## config.mk

```make
export PLATFORM = sky130hd
export DESIGN_NAME = rps_regs
export DESIGN_NICKNAME = d
export VERILOG_FILES = /design/src/verilog/rps_pkg.sv /design/src/verilog/rps_link_err.sv /design/src/verilog/rps_rc_flags.sv /design/src/verilog/rps_regs.sv
export SDC_FILE = /design/constraint.sdc
export NUM_CORES = 1
export LEC_CHECK = 0
export BUFFER_PORTS_ARGS = -buffer_cell sky130_fd_sc_hd__buf_2
export CAP_MARGIN = 20
export CORE_MARGIN = 1
export CORE_UTILIZATION = 35
export CTS_CLUSTER_SIZE = 10
export DETAILED_ROUTE_END_ITERATION = 16
export PLACE_DENSITY = 0.58
export SYNTH_ARGS = -nofsm -noshare
export SYNTH_HDL_FRONTEND = slang
export SYNTH_HIERARCHICAL = 1
export SYNTH_SLANG_ARGS = --single-unit
export TNS_END_PERCENT = 30
```

## constraint.sdc

```tcl
create_clock -name clk_sys_i -period 9.86 [get_ports clk_sys_i]
set_input_delay 0.986 -clock clk_sys_i [delete_from_list [all_inputs] [get_ports clk_sys_i]]
set_output_delay 0.986 -clock clk_sys_i [all_outputs]
set_load 0.02 [all_outputs]
```

## src/verilog/rps_pkg.sv

```systemverilog
// constants and carriers for the receive port status and adaptation registers
// How it works
// - port-select register chooses which receive port copy is read and written
// - status one bit 6 returns the currently selected port number
// - control channel crc fault bit 5 and order fault bit 3 stick, clear on read
// - lock change flag bit 4 sets on any lock change, clears on read
// - parity flag bit 2 follows the parity count compare, cleared with the count
// - bit 0 shows receiver locked, bit 1 shows pass criteria met
// - line width unsteady bit 7 sticks until status two is read
// - line width change bit 6 and line total change bit 0 clear on read
// - link coding fault bit 5 sticks, clears on read
// - buffer overflow bit 4 sticks, clears on read
// - cable fault bit 1 when link expected but no link clock seen
// - wait-ignore bit hides errors during the strobe wait window, reset 1
// - lock drops when error count reaches limit, or on one error if disabled
// - error counter counts on pixel ticks only while its enable bit 4 is set
// - range-disable bit 7 lets strobe adaptation use the full range
// - debug bit 1 injects continuous return errors, bit 0 injects one
// - equalizer waits base time doubled per code step before the next setting
// - first-lock bit restarts equalizer adaptation at first receiver lock
// - restart bit restarts adaptation and clears itself
// - floor enable starts a restarted adaptation from the floor value instead of zero
// - gated lock mode makes receiver lock also wait for equalizer done
// - bypassed equalizer uses manual upper and lower three bit values
// - bypass bit 0 disables adaptive equalization, reset 0
package rps_pkg;

    // ----------------------------------------------------------------
    // register map
    // ----------------------------------------------------------------
    localparam logic [7:0] ADDR_PORT_SEL = 8'h4C;
    localparam logic [7:0] ADDR_STS1 = 8'h4D;
    localparam logic [7:0] ADDR_STS2 = 8'h4E;
    localparam logic [7:0] ADDR_LINK_ERR = 8'hB9;
    localparam logic [7:0] ADDR_DEBUG = 8'hD0;
    localparam logic [7:0] ADDR_AEQ2 = 8'hD2;
    localparam logic [7:0] ADDR_BYPASS = 8'hD4;

    localparam logic [7:0] LINK_ERR_RST = 8'h33;
    localparam logic [7:0] DEBUG_RST = 8'h00;
    localparam logic [7:0] AEQ2_RST = 8'h94;
    localparam logic [7:0] BYPASS_RST = 8'h60;
    localparam logic [7:0] LINK_ERR_WMASK = 8'h3F;
    localparam logic [7:0] DEBUG_WMASK = 8'hDF;
    localparam logic [7:0] AEQ2_WMASK = 8'hFC;
    localparam logic [7:0] BYPASS_WMASK = 8'hFF;

    // ----------------------------------------------------------------
    // field positions
    // ----------------------------------------------------------------
    localparam int STS1_PORT_NUM = 6;
    localparam int STS1_PARITY = 2;
    localparam int STS1_PASS = 1;
    localparam int STS1_LOCK = 0;
    localparam int STS2_CSI = 3;
    localparam int STS2_FREQ = 2;
    localparam int STS2_CABLE = 1;
    localparam int LEC_WAIT_IGN = 5;
    localparam int LEC_EN = 4;
    localparam int DBG_RANGE_DIS = 7;
    localparam int DBG_SELFTEST = 5;
    localparam int DBG_INJ_CONT = 1;
    localparam int DBG_INJ_ONE = 0;
    localparam int AEQ_FIRST = 4;
    localparam int EQ_ADAPT_RESTART = 3;
    localparam int AEQ_FLOOR = 2;
    localparam int BYP_LOCK_MODE = 4;
    localparam int BYP_DIS = 0;
    // sticky flag bundle: sts1 {crc, lock change, order} and sts2 {7,6,5,4,0}
    localparam logic [7:0] STS1_FLAG_MASK = 8'h38;
    localparam logic [7:0] STS2_FLAG_MASK = 8'hF1;

    // ----------------------------------------------------------------
    // timing
    // ----------------------------------------------------------------
    localparam int CLK_PERIOD_PS = 8000;
    localparam int EQ_STEP_BASE_PS = 164000000;
    localparam int EQ_STEP_BASE_CYC = (EQ_STEP_BASE_PS + CLK_PERIOD_PS - 1) / CLK_PERIOD_PS;

    // ----------------------------------------------------------------
    // carriers
    // ----------------------------------------------------------------
    typedef struct packed {
        logic wr;
        logic rd;
        logic [7:0] addr;
        logic [7:0] wdata;
    } rps_reg_req_t;

    typedef struct packed {
        logic crc_fault;
        logic order_fault;
        logic parity_above;
        logic lock_raw;
        logic pass;
        logic width_unsteady;
        logic width_changed;
        logic total_changed;
        logic coding_fault;
        logic buffer_overflow;
        logic csi_error;
        logic freq_settled;
        logic link_clk_seen;
        logic link_expected;
        logic selftest_active;
        logic pix_tick;
        logic link_error;
        logic strobe_wait;
        logic return_frame;
        logic [3:0] eq_floor;
    } rps_link_in_t;

    typedef struct packed {
        logic receiver_locked;
        logic strobe_full_range;
        logic return_bit_error;
        logic eq_done;
        logic [5:0] eq_value;
    } rps_link_out_t;

    typedef struct packed {
        logic [7:0] link_err;
        logic [7:0] debug;
        logic [7:0] aeq2;
        logic [7:0] bypass;
    } rps_port_cfg_t;

endpackage

```

## src/verilog/rps_link_err.sv

```systemverilog
// link error counter deciding when receiver lock is dropped
`timescale 1ns/1ps
`default_nettype none
module rps_link_err (
    input wire logic clk_sys_i,
    input wire logic rst_n_i,
    input wire logic lock_raw_i,
    input wire logic pix_tick_i,
    input wire logic error_i,
    input wire logic ignore_i,
    input wire logic count_en_i,
    input wire logic [3:0] limit_i,
    output logic lock_ok_o
);
    typedef struct packed {
        logic [3:0] cnt;
        logic dropped;
    } rps_lec_state_t;

    rps_lec_state_t st;
    rps_lec_state_t next_st;
    logic hit;

    always_comb begin
        next_st = st;
        hit = pix_tick_i && error_i && !ignore_i;
        if (!lock_raw_i) begin
            next_st = '0;
        end else if (hit && !st.dropped) begin
            if (!count_en_i) begin
                next_st.dropped = 1'b1;
            end else begin
                next_st.cnt = st.cnt + 4'h1;
                if ((st.cnt + 4'h1) >= limit_i) begin
                    next_st.dropped = 1'b1;
                end
            end
        end
    end

    always_ff @(posedge clk_sys_i or negedge rst_n_i) begin
        if (!rst_n_i) begin
            st <= '0;
        end else begin
            st <= next_st;
        end
    end

    assign lock_ok_o = lock_raw_i && !st.dropped;

    a_single_drop: assert property (@(posedge clk_sys_i) disable iff (!rst_n_i)
        (lock_raw_i && hit && !count_en_i) ##1 lock_raw_i |-> !lock_ok_o)
        else $error("lock kept after single error with counting off");
    a_ignore_wait: assert property (@(posedge clk_sys_i) disable iff (!rst_n_i)
        (lock_ok_o && ignore_i) ##1 lock_raw_i |-> $stable(st.cnt) && lock_ok_o)
        else $error("error counted during ignored strobe wait");
endmodule
`default_nettype wire

```

## src/verilog/rps_rc_flags.sv

```systemverilog
// sticky read-to-clear flag group
`timescale 1ns/1ps
`default_nettype none
module rps_rc_flags #(
    parameter int W = 8
) (
    input wire logic clk_sys_i,
    input wire logic rst_n_i,
    input wire logic [W-1:0] set_i,
    input wire logic [W-1:0] clr_i,
    output logic [W-1:0] flags_o
);
    typedef struct packed {
        logic [W-1:0] flags;
    } rps_rcf_state_t;

    rps_rcf_state_t st;
    rps_rcf_state_t next_st;

    always_comb begin
        next_st = st;
        next_st.flags = (st.flags & ~clr_i) | set_i;
    end

    always_ff @(posedge clk_sys_i or negedge rst_n_i) begin
        if (!rst_n_i) begin
            st <= '0;
        end else begin
            st <= next_st;
        end
    end

    assign flags_o = st.flags;

    a_set_wins: assert property (@(posedge clk_sys_i) disable iff (!rst_n_i)
        (set_i != '0) |=> ((flags_o & $past(set_i)) == $past(set_i)))
        else $error("flag set lost against clear");
    a_clear_read: assert property (@(posedge clk_sys_i) disable iff (!rst_n_i)
        (clr_i != '0 && set_i == '0) |=> ((flags_o & $past(clr_i)) == '0))
        else $error("flag not cleared by read");
endmodule
`default_nettype wire

```

## src/verilog/rps_regs.sv

```systemverilog
// per receive port status and adaptation control register set
`timescale 1ns/1ps
`default_nettype none
module rps_regs
    import rps_pkg::*;
#(
    parameter int N = 2,
    parameter int TW = 24,
    parameter logic [TW-1:0] EQ_BASE_CYC = TW'(EQ_STEP_BASE_CYC)
) (
    input wire logic clk_sys_i,
    input wire logic rst_n_i,
    input wire rps_reg_req_t req_i,
    output logic [7:0] rdata_o,
    output logic rvalid_o,
    input wire rps_link_in_t [N-1:0] link_i,
    output rps_link_out_t [N-1:0] link_o
);
    localparam int SELW = (N > 1) ? $clog2(N) : 1;

    // ----------------------------------------------------------------
    // state
    // ----------------------------------------------------------------
    typedef struct packed {
        logic [SELW-1:0] sel;
        logic [7:0] rdata;
        logic rvalid;
        rps_port_cfg_t [N-1:0] cfg;
        logic [N-1:0] lock_prev;
        logic [N-1:0] lock_seen;
        logic [N-1:0] inj_armed;
        logic [N-1:0] bc_err;
        logic [N-1:0] eq_done;
        logic [N-1:0][5:0] eq;
        logic [N-1:0][TW-1:0] timer;
    } rps_state_t;

    rps_state_t st;
    rps_state_t next_st;

    logic [N-1:0] lock_ok;
    logic [N-1:0] locked;
    logic [N-1:0][7:0] sts1_word;
    logic [N-1:0][7:0] sts2_word;

    // ----------------------------------------------------------------
    // per port lock, flags and status words
    // ----------------------------------------------------------------
    for (genvar p = 0; p < N; p++) begin : g_port
        rps_link_err u_lec (
            .clk_sys_i(clk_sys_i),
            .rst_n_i(rst_n_i),
            .lock_raw_i(link_i[p].lock_raw),
            .pix_tick_i(link_i[p].pix_tick),
            .error_i(link_i[p].link_error),
            .ignore_i(st.cfg[p].link_err[LEC_WAIT_IGN] && link_i[p].strobe_wait),
            .count_en_i(st.cfg[p].link_err[LEC_EN]),
            .limit_i(st.cfg[p].link_err[3:0]),
            .lock_ok_o(lock_ok[p])
        );

        // gated mode also waits for equalizer done
        assign locked[p] = lock_ok[p] && (!st.cfg[p].bypass[BYP_LOCK_MODE] || st.eq_done[p]);
    end

    // bit 5 and bit 4 are shared slots in the bundle; split by register below
    logic [N-1:0][7:0] sts1_flags;
    logic [N-1:0][7:0] sts2_flags;
    logic [N-1:0][7:0] s1_set_q;
    logic [N-1:0][7:0] s2_set_q;

    for (genvar p = 0; p < N; p++) begin : g_split
        assign s1_set_q[p] = {2'b00, link_i[p].crc_fault, locked[p] != st.lock_prev[p],
            link_i[p].order_fault, 3'b000};
        assign s2_set_q[p] = {link_i[p].width_unsteady, link_i[p].width_changed,
            link_i[p].coding_fault, link_i[p].buffer_overflow, 3'b000, link_i[p].total_changed};

        rps_rc_flags #(
            .W(8)
        ) u_sts1 (
            .clk_sys_i(clk_sys_i),
            .rst_n_i(rst_n_i),
            .set_i(s1_set_q[p]),
            .clr_i(rd_hit(ADDR_STS1, p) ? STS1_FLAG_MASK : 8'h00),
            .flags_o(sts1_flags[p])
        );

        rps_rc_flags #(
            .W(8)
        ) u_sts2 (
            .clk_sys_i(clk_sys_i),
            .rst_n_i(rst_n_i),
            .set_i(s2_set_q[p]),
            .clr_i(rd_hit(ADDR_STS2, p) ? STS2_FLAG_MASK : 8'h00),
            .flags_o(sts2_flags[p])
        );

        always_comb begin
            sts1_word[p] = sts1_flags[p] & STS1_FLAG_MASK;
            sts1_word[p][STS1_PORT_NUM] = st.sel[0];
            sts1_word[p][STS1_PARITY] = link_i[p].parity_above;
            sts1_word[p][STS1_PASS] = link_i[p].pass;
            sts1_word[p][STS1_LOCK] = locked[p];
            sts2_word[p] = sts2_flags[p] & STS2_FLAG_MASK;
            sts2_word[p][STS2_CSI] = link_i[p].csi_error;
            sts2_word[p][STS2_FREQ] = link_i[p].freq_settled;
            sts2_word[p][STS2_CABLE] = link_i[p].link_expected && !link_i[p].link_clk_seen;
        end
    end

    // read strobe aimed at one register of the selected port
    function automatic logic rd_hit(input logic [7:0] a, input int p);
        rd_hit = req_i.rd && (req_i.addr == a) && (int'(st.sel) == p);
    endfunction

    // ----------------------------------------------------------------
    // register access, equalizer stepping and error injection
    // ----------------------------------------------------------------
    always_comb begin
        logic [7:0] rd;
        logic wr_sel;
        logic restart;
        logic [TW-1:0] wait_cyc;
        rd = 8'h00;
        wr_sel = 1'b0;
        restart = 1'b0;
        wait_cyc = '0;
        next_st = st;
        next_st.rvalid = req_i.rd;
        if (req_i.wr && req_i.addr == ADDR_PORT_SEL) begin
            next_st.sel = req_i.wdata[SELW-1:0];
        end
        for (int p = 0; p < N; p++) begin
            wr_sel = req_i.wr && (int'(st.sel) == p);
            next_st.lock_prev[p] = locked[p];
            // self clearing restart, a new write of 1 restarts again
            next_st.cfg[p].aeq2[EQ_ADAPT_RESTART] = 1'b0;
            if (wr_sel) begin
                case (req_i.addr)
                    ADDR_LINK_ERR: next_st.cfg[p].link_err = req_i.wdata & LINK_ERR_WMASK;
                    ADDR_DEBUG: begin
                        next_st.cfg[p].debug = req_i.wdata & DEBUG_WMASK;
                        if (req_i.wdata[DBG_INJ_ONE]) begin
                            next_st.inj_armed[p] = 1'b1;
                        end
                    end
                    ADDR_AEQ2: next_st.cfg[p].aeq2 = req_i.wdata & AEQ2_WMASK;
                    ADDR_BYPASS: next_st.cfg[p].bypass = req_i.wdata & BYPASS_WMASK;
                    default: ;
                endcase
            end
            // back channel error injection, one bit per frame
            next_st.bc_err[p] = 1'b0;
            if (link_i[p].return_frame) begin
                if (st.cfg[p].debug[DBG_INJ_CONT] || st.inj_armed[p]) begin
                    next_st.bc_err[p] = 1'b1;
                    next_st.inj_armed[p] = 1'b0;
                end
            end
            // equalizer adaptation
            wait_cyc = EQ_BASE_CYC << st.cfg[p].aeq2[7:5];
            restart = st.cfg[p].aeq2[EQ_ADAPT_RESTART];
            if (lock_ok[p] && !st.lock_seen[p]) begin
                next_st.lock_seen[p] = 1'b1;
                restart = restart || st.cfg[p].aeq2[AEQ_FIRST];
            end
            if (st.cfg[p].bypass[BYP_DIS]) begin
                next_st.eq[p] = {st.cfg[p].bypass[7:5], st.cfg[p].bypass[3:1]};
                next_st.eq_done[p] = 1'b1;
                next_st.timer[p] = '0;
            end else if (restart) begin
                next_st.eq[p] = st.cfg[p].aeq2[AEQ_FLOOR] ? {2'b00, link_i[p].eq_floor} : 6'h00;
                next_st.eq_done[p] = 1'b0;
                next_st.timer[p] = '0;
            end else if (lock_ok[p]) begin
                next_st.eq_done[p] = 1'b1;
                next_st.timer[p] = '0;
            end else if (st.timer[p] + TW'(1) >= wait_cyc) begin
                next_st.timer[p] = '0;
                next_st.eq_done[p] = 1'b0;
                if (st.eq[p] != 6'h3F) begin
                    next_st.eq[p] = st.eq[p] + 6'h01;
                end
            end else begin
                next_st.timer[p] = st.timer[p] + TW'(1);
                next_st.eq_done[p] = 1'b0;
            end
            // read mux for the selected port
            if (int'(st.sel) == p) begin
                case (req_i.addr)
                    ADDR_PORT_SEL: rd = 8'(st.sel);
                    ADDR_STS1: rd = sts1_word[p];
                    ADDR_STS2: rd = sts2_word[p];
                    ADDR_LINK_ERR: rd = st.cfg[p].link_err;
                    ADDR_DEBUG: begin
                        rd = st.cfg[p].debug;
                        rd[DBG_SELFTEST] = link_i[p].selftest_active;
                    end
                    ADDR_AEQ2: rd = st.cfg[p].aeq2;
                    ADDR_BYPASS: rd = st.cfg[p].bypass;
                    default: rd = 8'h00;
                endcase
            end
        end
        if (req_i.rd) begin
            next_st.rdata = rd;
        end
    end

    always_ff @(posedge clk_sys_i or negedge rst_n_i) begin
        if (!rst_n_i) begin
            st <= '0;
            for (int p = 0; p < N; p++) begin
                st.cfg[p] <= '{link_err: LINK_ERR_RST, debug: DEBUG_RST, aeq2: AEQ2_RST, bypass: BYPASS_RST};
            end
        end else begin
            st <= next_st;
        end
    end

    // ----------------------------------------------------------------
    // outputs
    // ----------------------------------------------------------------
    assign rdata_o = st.rdata;
    assign rvalid_o = st.rvalid;

    for (genvar p = 0; p < N; p++) begin : g_out
        assign link_o[p].receiver_locked = locked[p];
        assign link_o[p].strobe_full_range = st.cfg[p].debug[DBG_RANGE_DIS];
        assign link_o[p].return_bit_error = st.bc_err[p];
        assign link_o[p].eq_done = st.eq_done[p];
        assign link_o[p].eq_value = st.eq[p];
    end

    // ----------------------------------------------------------------
    // checks
    // ----------------------------------------------------------------
    a_port_number: assert property (@(posedge clk_sys_i) disable iff (!rst_n_i)
        (req_i.rd && req_i.addr == ADDR_STS1) |=> rvalid_o && rdata_o[STS1_PORT_NUM] == $past(st.sel[0]))
        else $error("status one port number wrong");
    a_restart_self: assert property (@(posedge clk_sys_i) disable iff (!rst_n_i)
        (req_i.wr && req_i.addr == ADDR_AEQ2 && req_i.wdata[EQ_ADAPT_RESTART] && st.sel == '0)
        |=> st.cfg[0].aeq2[EQ_ADAPT_RESTART] ##1 !st.cfg[0].aeq2[EQ_ADAPT_RESTART])
        else $error("restart bit did not self clear");
    a_bypass_value: assert property (@(posedge clk_sys_i) disable iff (!rst_n_i)
        st.cfg[0].bypass[BYP_DIS] |=> st.eq[0] == {$past(st.cfg[0].bypass[7:5]), $past(st.cfg[0].bypass[3:1])})
        else $error("manual equalizer value not applied");
    a_gated_lock: assert property (@(posedge clk_sys_i) disable iff (!rst_n_i)
        (st.cfg[0].bypass[BYP_LOCK_MODE] && !st.eq_done[0]) |-> !link_o[0].receiver_locked)
        else $error("lock shown before equalizer done");
endmodule
`default_nettype wire
```

==> impl_results.md <==
- Run status: finished, final reports clean
- Clk root buf: sky130_fd_sc_hd__clkbuf_16
- Detailed-route via count: 6,891
- Final count of hold timing violations: 0
- DP HPWL: 16,500 µm
- DRT antenna net count: 0
- Standard cell core area: 26,000 µm²
- Total of fill cells in the finished design: 2,549
- RSZ-0062 raised after global routing: false
- Clock-pin slew on the worst setup and hold paths: 0.07 ns
- Crit path arrival time: 4.58 ns
- Final TNS setup: 0 ns
- Placer's final routability congestion estimate: 0.836
- Die height: 164 µm
- Critical path required time: 10.19 ns
- Count of placed standard cells in the final layout, fillers left out: 1,325
- Total power per unit cell area: 164 nW/µm²
- Type of element launching the critical path: flip-flop
- Antenna diode instance count: 0
- Worst slew slack as a fraction of its limit: 24.8%
- Die width: 164 µm
- H-tree levels: 4
- Number of design rule violations left after detail routing: 0
- First-pass GRT wire length: 36,000 µm
- Count of hold buffers inserted by post-cts repair: 0
- Clock Skews: 0.0118 ns
- Number of global-route vias before repair: 6,683
- Netlist Area Pre-Place: 9230 µm²
- Max Transition Viols Final: 0
- GRT Total Usage: 17.4%
- Routed wirelength normalized by instance count: 17.1 µm
- Yosys synthesis warning count: 6
- Maximum number of pins on one net before global-route repair: 95
- Number of I/O port buffers: 94
- Total die area: 27,000 µm²
- Worst VDD drop: 0.000116 V
- Crit path time final: 4.25 ns
- Fraction of layout instances using a drive strength above 1: 22.9%
- Mean instance size in the synthesized netlist: 10.1 µm²
- Global route overflow: 0
- Gate power share: 14.1%
- Net switching component of the power: 489 µW
- Clock network latency to the later pin of the worst-skew pair: 0.43 ns
- Post-Place Setup Slack: 5.59 ns
- Part of the total power dissipated in sequential elements: 43.1%
- Pre-antenna DRT Iters: 6
- Peak fanout along the critical path: 22
- Internal: 1230 µW
- Postcts setup bufs: 0
- Portion of total power attributed to the clock network: 42.8%
- I/O pin total: 95
- Clock tree buffer depth: 2
- Category of the worst setup path capture point: flip-flop
- Placed Instances: 1,292
- Clock tree from TritonCTS: yes
- Initial cell density of the core: 35.5%
- Std-Cell Rows: 59
- Wire length after detailed routing: 22,700 µm
- Tcrit/Tclk final: 43.1%
- Number of antenna violations at the first check in global routing: 0
- # nets final: 1,097
- PnR Total Power: 1720 µW
- Count of instances resized after the clock tree is built: 0
- Sinks on Clock Net: 160
- Via density per instance: 5.20
- Violation count after the first detailed-routing iteration: 517
- Number of clock buffers inserted by TritonCTS: 17
- Leakage component of the power: 0.00476 µW
- Minimum setup slack in the final design: 5.61 ns
- Switching portion of total power: 28.4%
- Maximum achievable frequency: 235 MHz
- Path type of the worst min-delay path: flip-flop to flip-flop
- Gate count after technology mapping: 915
- Classification of the worst setup path: flip-flop to flip-flop
- Count of max-cap constraint violations: 0
- Worst-margin pin slew: 1.12 ns
- Setup Viol. Count Final: 0
- Layout area overhead: 13.7%
-- layout by cell type, fill, tap and decap left out, types with 14 or more instances in the layout --
cell                        count
sky130_fd_sc_hd__nand2_1       65
sky130_fd_sc_hd__a21oi_1       48
sky130_fd_sc_hd__ha_1          54
sky130_fd_sc_hd__a21o_1        23
sky130_fd_sc_hd__xnor2_1       35
sky130_fd_sc_hd__inv_1         40
sky130_fd_sc_hd__nor2b_1       30
sky130_fd_sc_hd__buf_2         93
sky130_fd_sc_hd__nand2b_1      17
sky130_fd_sc_hd__nor3_1        14
sky130_fd_sc_hd__dfstp_2       18
sky130_fd_sc_hd__mux2_2        49
sky130_fd_sc_hd__dfrtp_1      142
sky130_fd_sc_hd__o21ai_0       27
sky130_fd_sc_hd__and3_1        31
sky130_fd_sc_hd__xor2_1        21
sky130_fd_sc_hd__nand4_1       15
sky130_fd_sc_hd__nand3_1       35
sky130_fd_sc_hd__nor2_1        49
sky130_fd_sc_hd__mux2i_1       18
sky130_fd_sc_hd__clkbuf_16     17
-- through the flow --
step	util [%]	instance area (µm²)	hold slack, ns
floorplan	-	9250	0.437
global placement	37.9	9850	0.454
detailed placement	37.9	9850	0.453
CTS	40.4	10500	0.473
global route	40.4	10500	0.488
finish	40.4	10500	0.475
-- power groups by stage --
stage               Combinational [µW]  Clock, µW  Sequential, µW
finish                             243        737             742
global route                       272        780             747
CTS                                247        750             742
detailed placement                 246          0             754
global placement                   242          0             753
floorplan                          202          0             736
-- area by class of cell --
class / count / area (µm²) / share of cell area [%]
multi-input combinational: 658 / 4740 / 45.1
timing repair buffer: 100 / 519 / 4.95
inverter: 40 / 150 / 1.43
tap: 335 / 419 / 3.99
clock inverter: 15 / 224 / 2.13
sequential: 160 / 4030 / 38.3
clock buffer: 17 / 425 / 4.05
-- registers in the layout (all words and copies together), names as in the netlist --
signal,flops
link_o,18
g_port.u_lec/st,10
g_split.u_sts1/flags_o,6
st,107
g_split.u_sts2/flags_o,10
rdata_o,8
rvalid_o,1
-- worst max-delay path: stages (launching register included) --
cell	delay (ns)
sky130_fd_sc_hd__dfrtp_1	0.41
sky130_fd_sc_hd__nand4_1	0.11
sky130_fd_sc_hd__or3_4	0.34
sky130_fd_sc_hd__or3_1	0.41
sky130_fd_sc_hd__inv_1	0.08
sky130_fd_sc_hd__nand3_1	0.11
sky130_fd_sc_hd__xnor2_1	0.16
sky130_fd_sc_hd__ha_1	0.31
sky130_fd_sc_hd__a21oi_1	0.15
sky130_fd_sc_hd__nor2b_1	0.06
sky130_fd_sc_hd__o21ai_0	0.13
sky130_fd_sc_hd__o21ai_0	0.10
sky130_fd_sc_hd__o31ai_1	0.50
sky130_fd_sc_hd__nand4_1	0.89
sky130_fd_sc_hd__nor2b_1	0.38
-- layer usage --
metal  vias to the layer above  wire, µm  GRT usage [%]
met1                      3392     11000           24.1
met2                       102     10700           27.8
met5                         -         0              0
met3                        17       711           3.37
met4                         0       267           4.30
li1                       3380         -              -
-- worst paths after layout --
| path | from | to | slack [ns] | cells past startpoint |
|---|---|---|---|---|
| setup / recovery | st[7] | st[13] | 5.61 | 14 |
| setup reg to reg | st[7] | st[13] | 5.61 | 14 |
| hold / removal | st[66] | st[66] | 0.47 | 1 |
| hold reg to reg | st[66] | st[66] | 0.47 | 1 |
| min in group asynchronous | rst_n_i | g_port[1].u_lec/st[1] | 0.63 | 1 |
| max in group asynchronous | rst_n_i | g_split[0].u_sts2/flags_o[0] | 7.80 | 2 |
(Power assumes the default switching activity.)
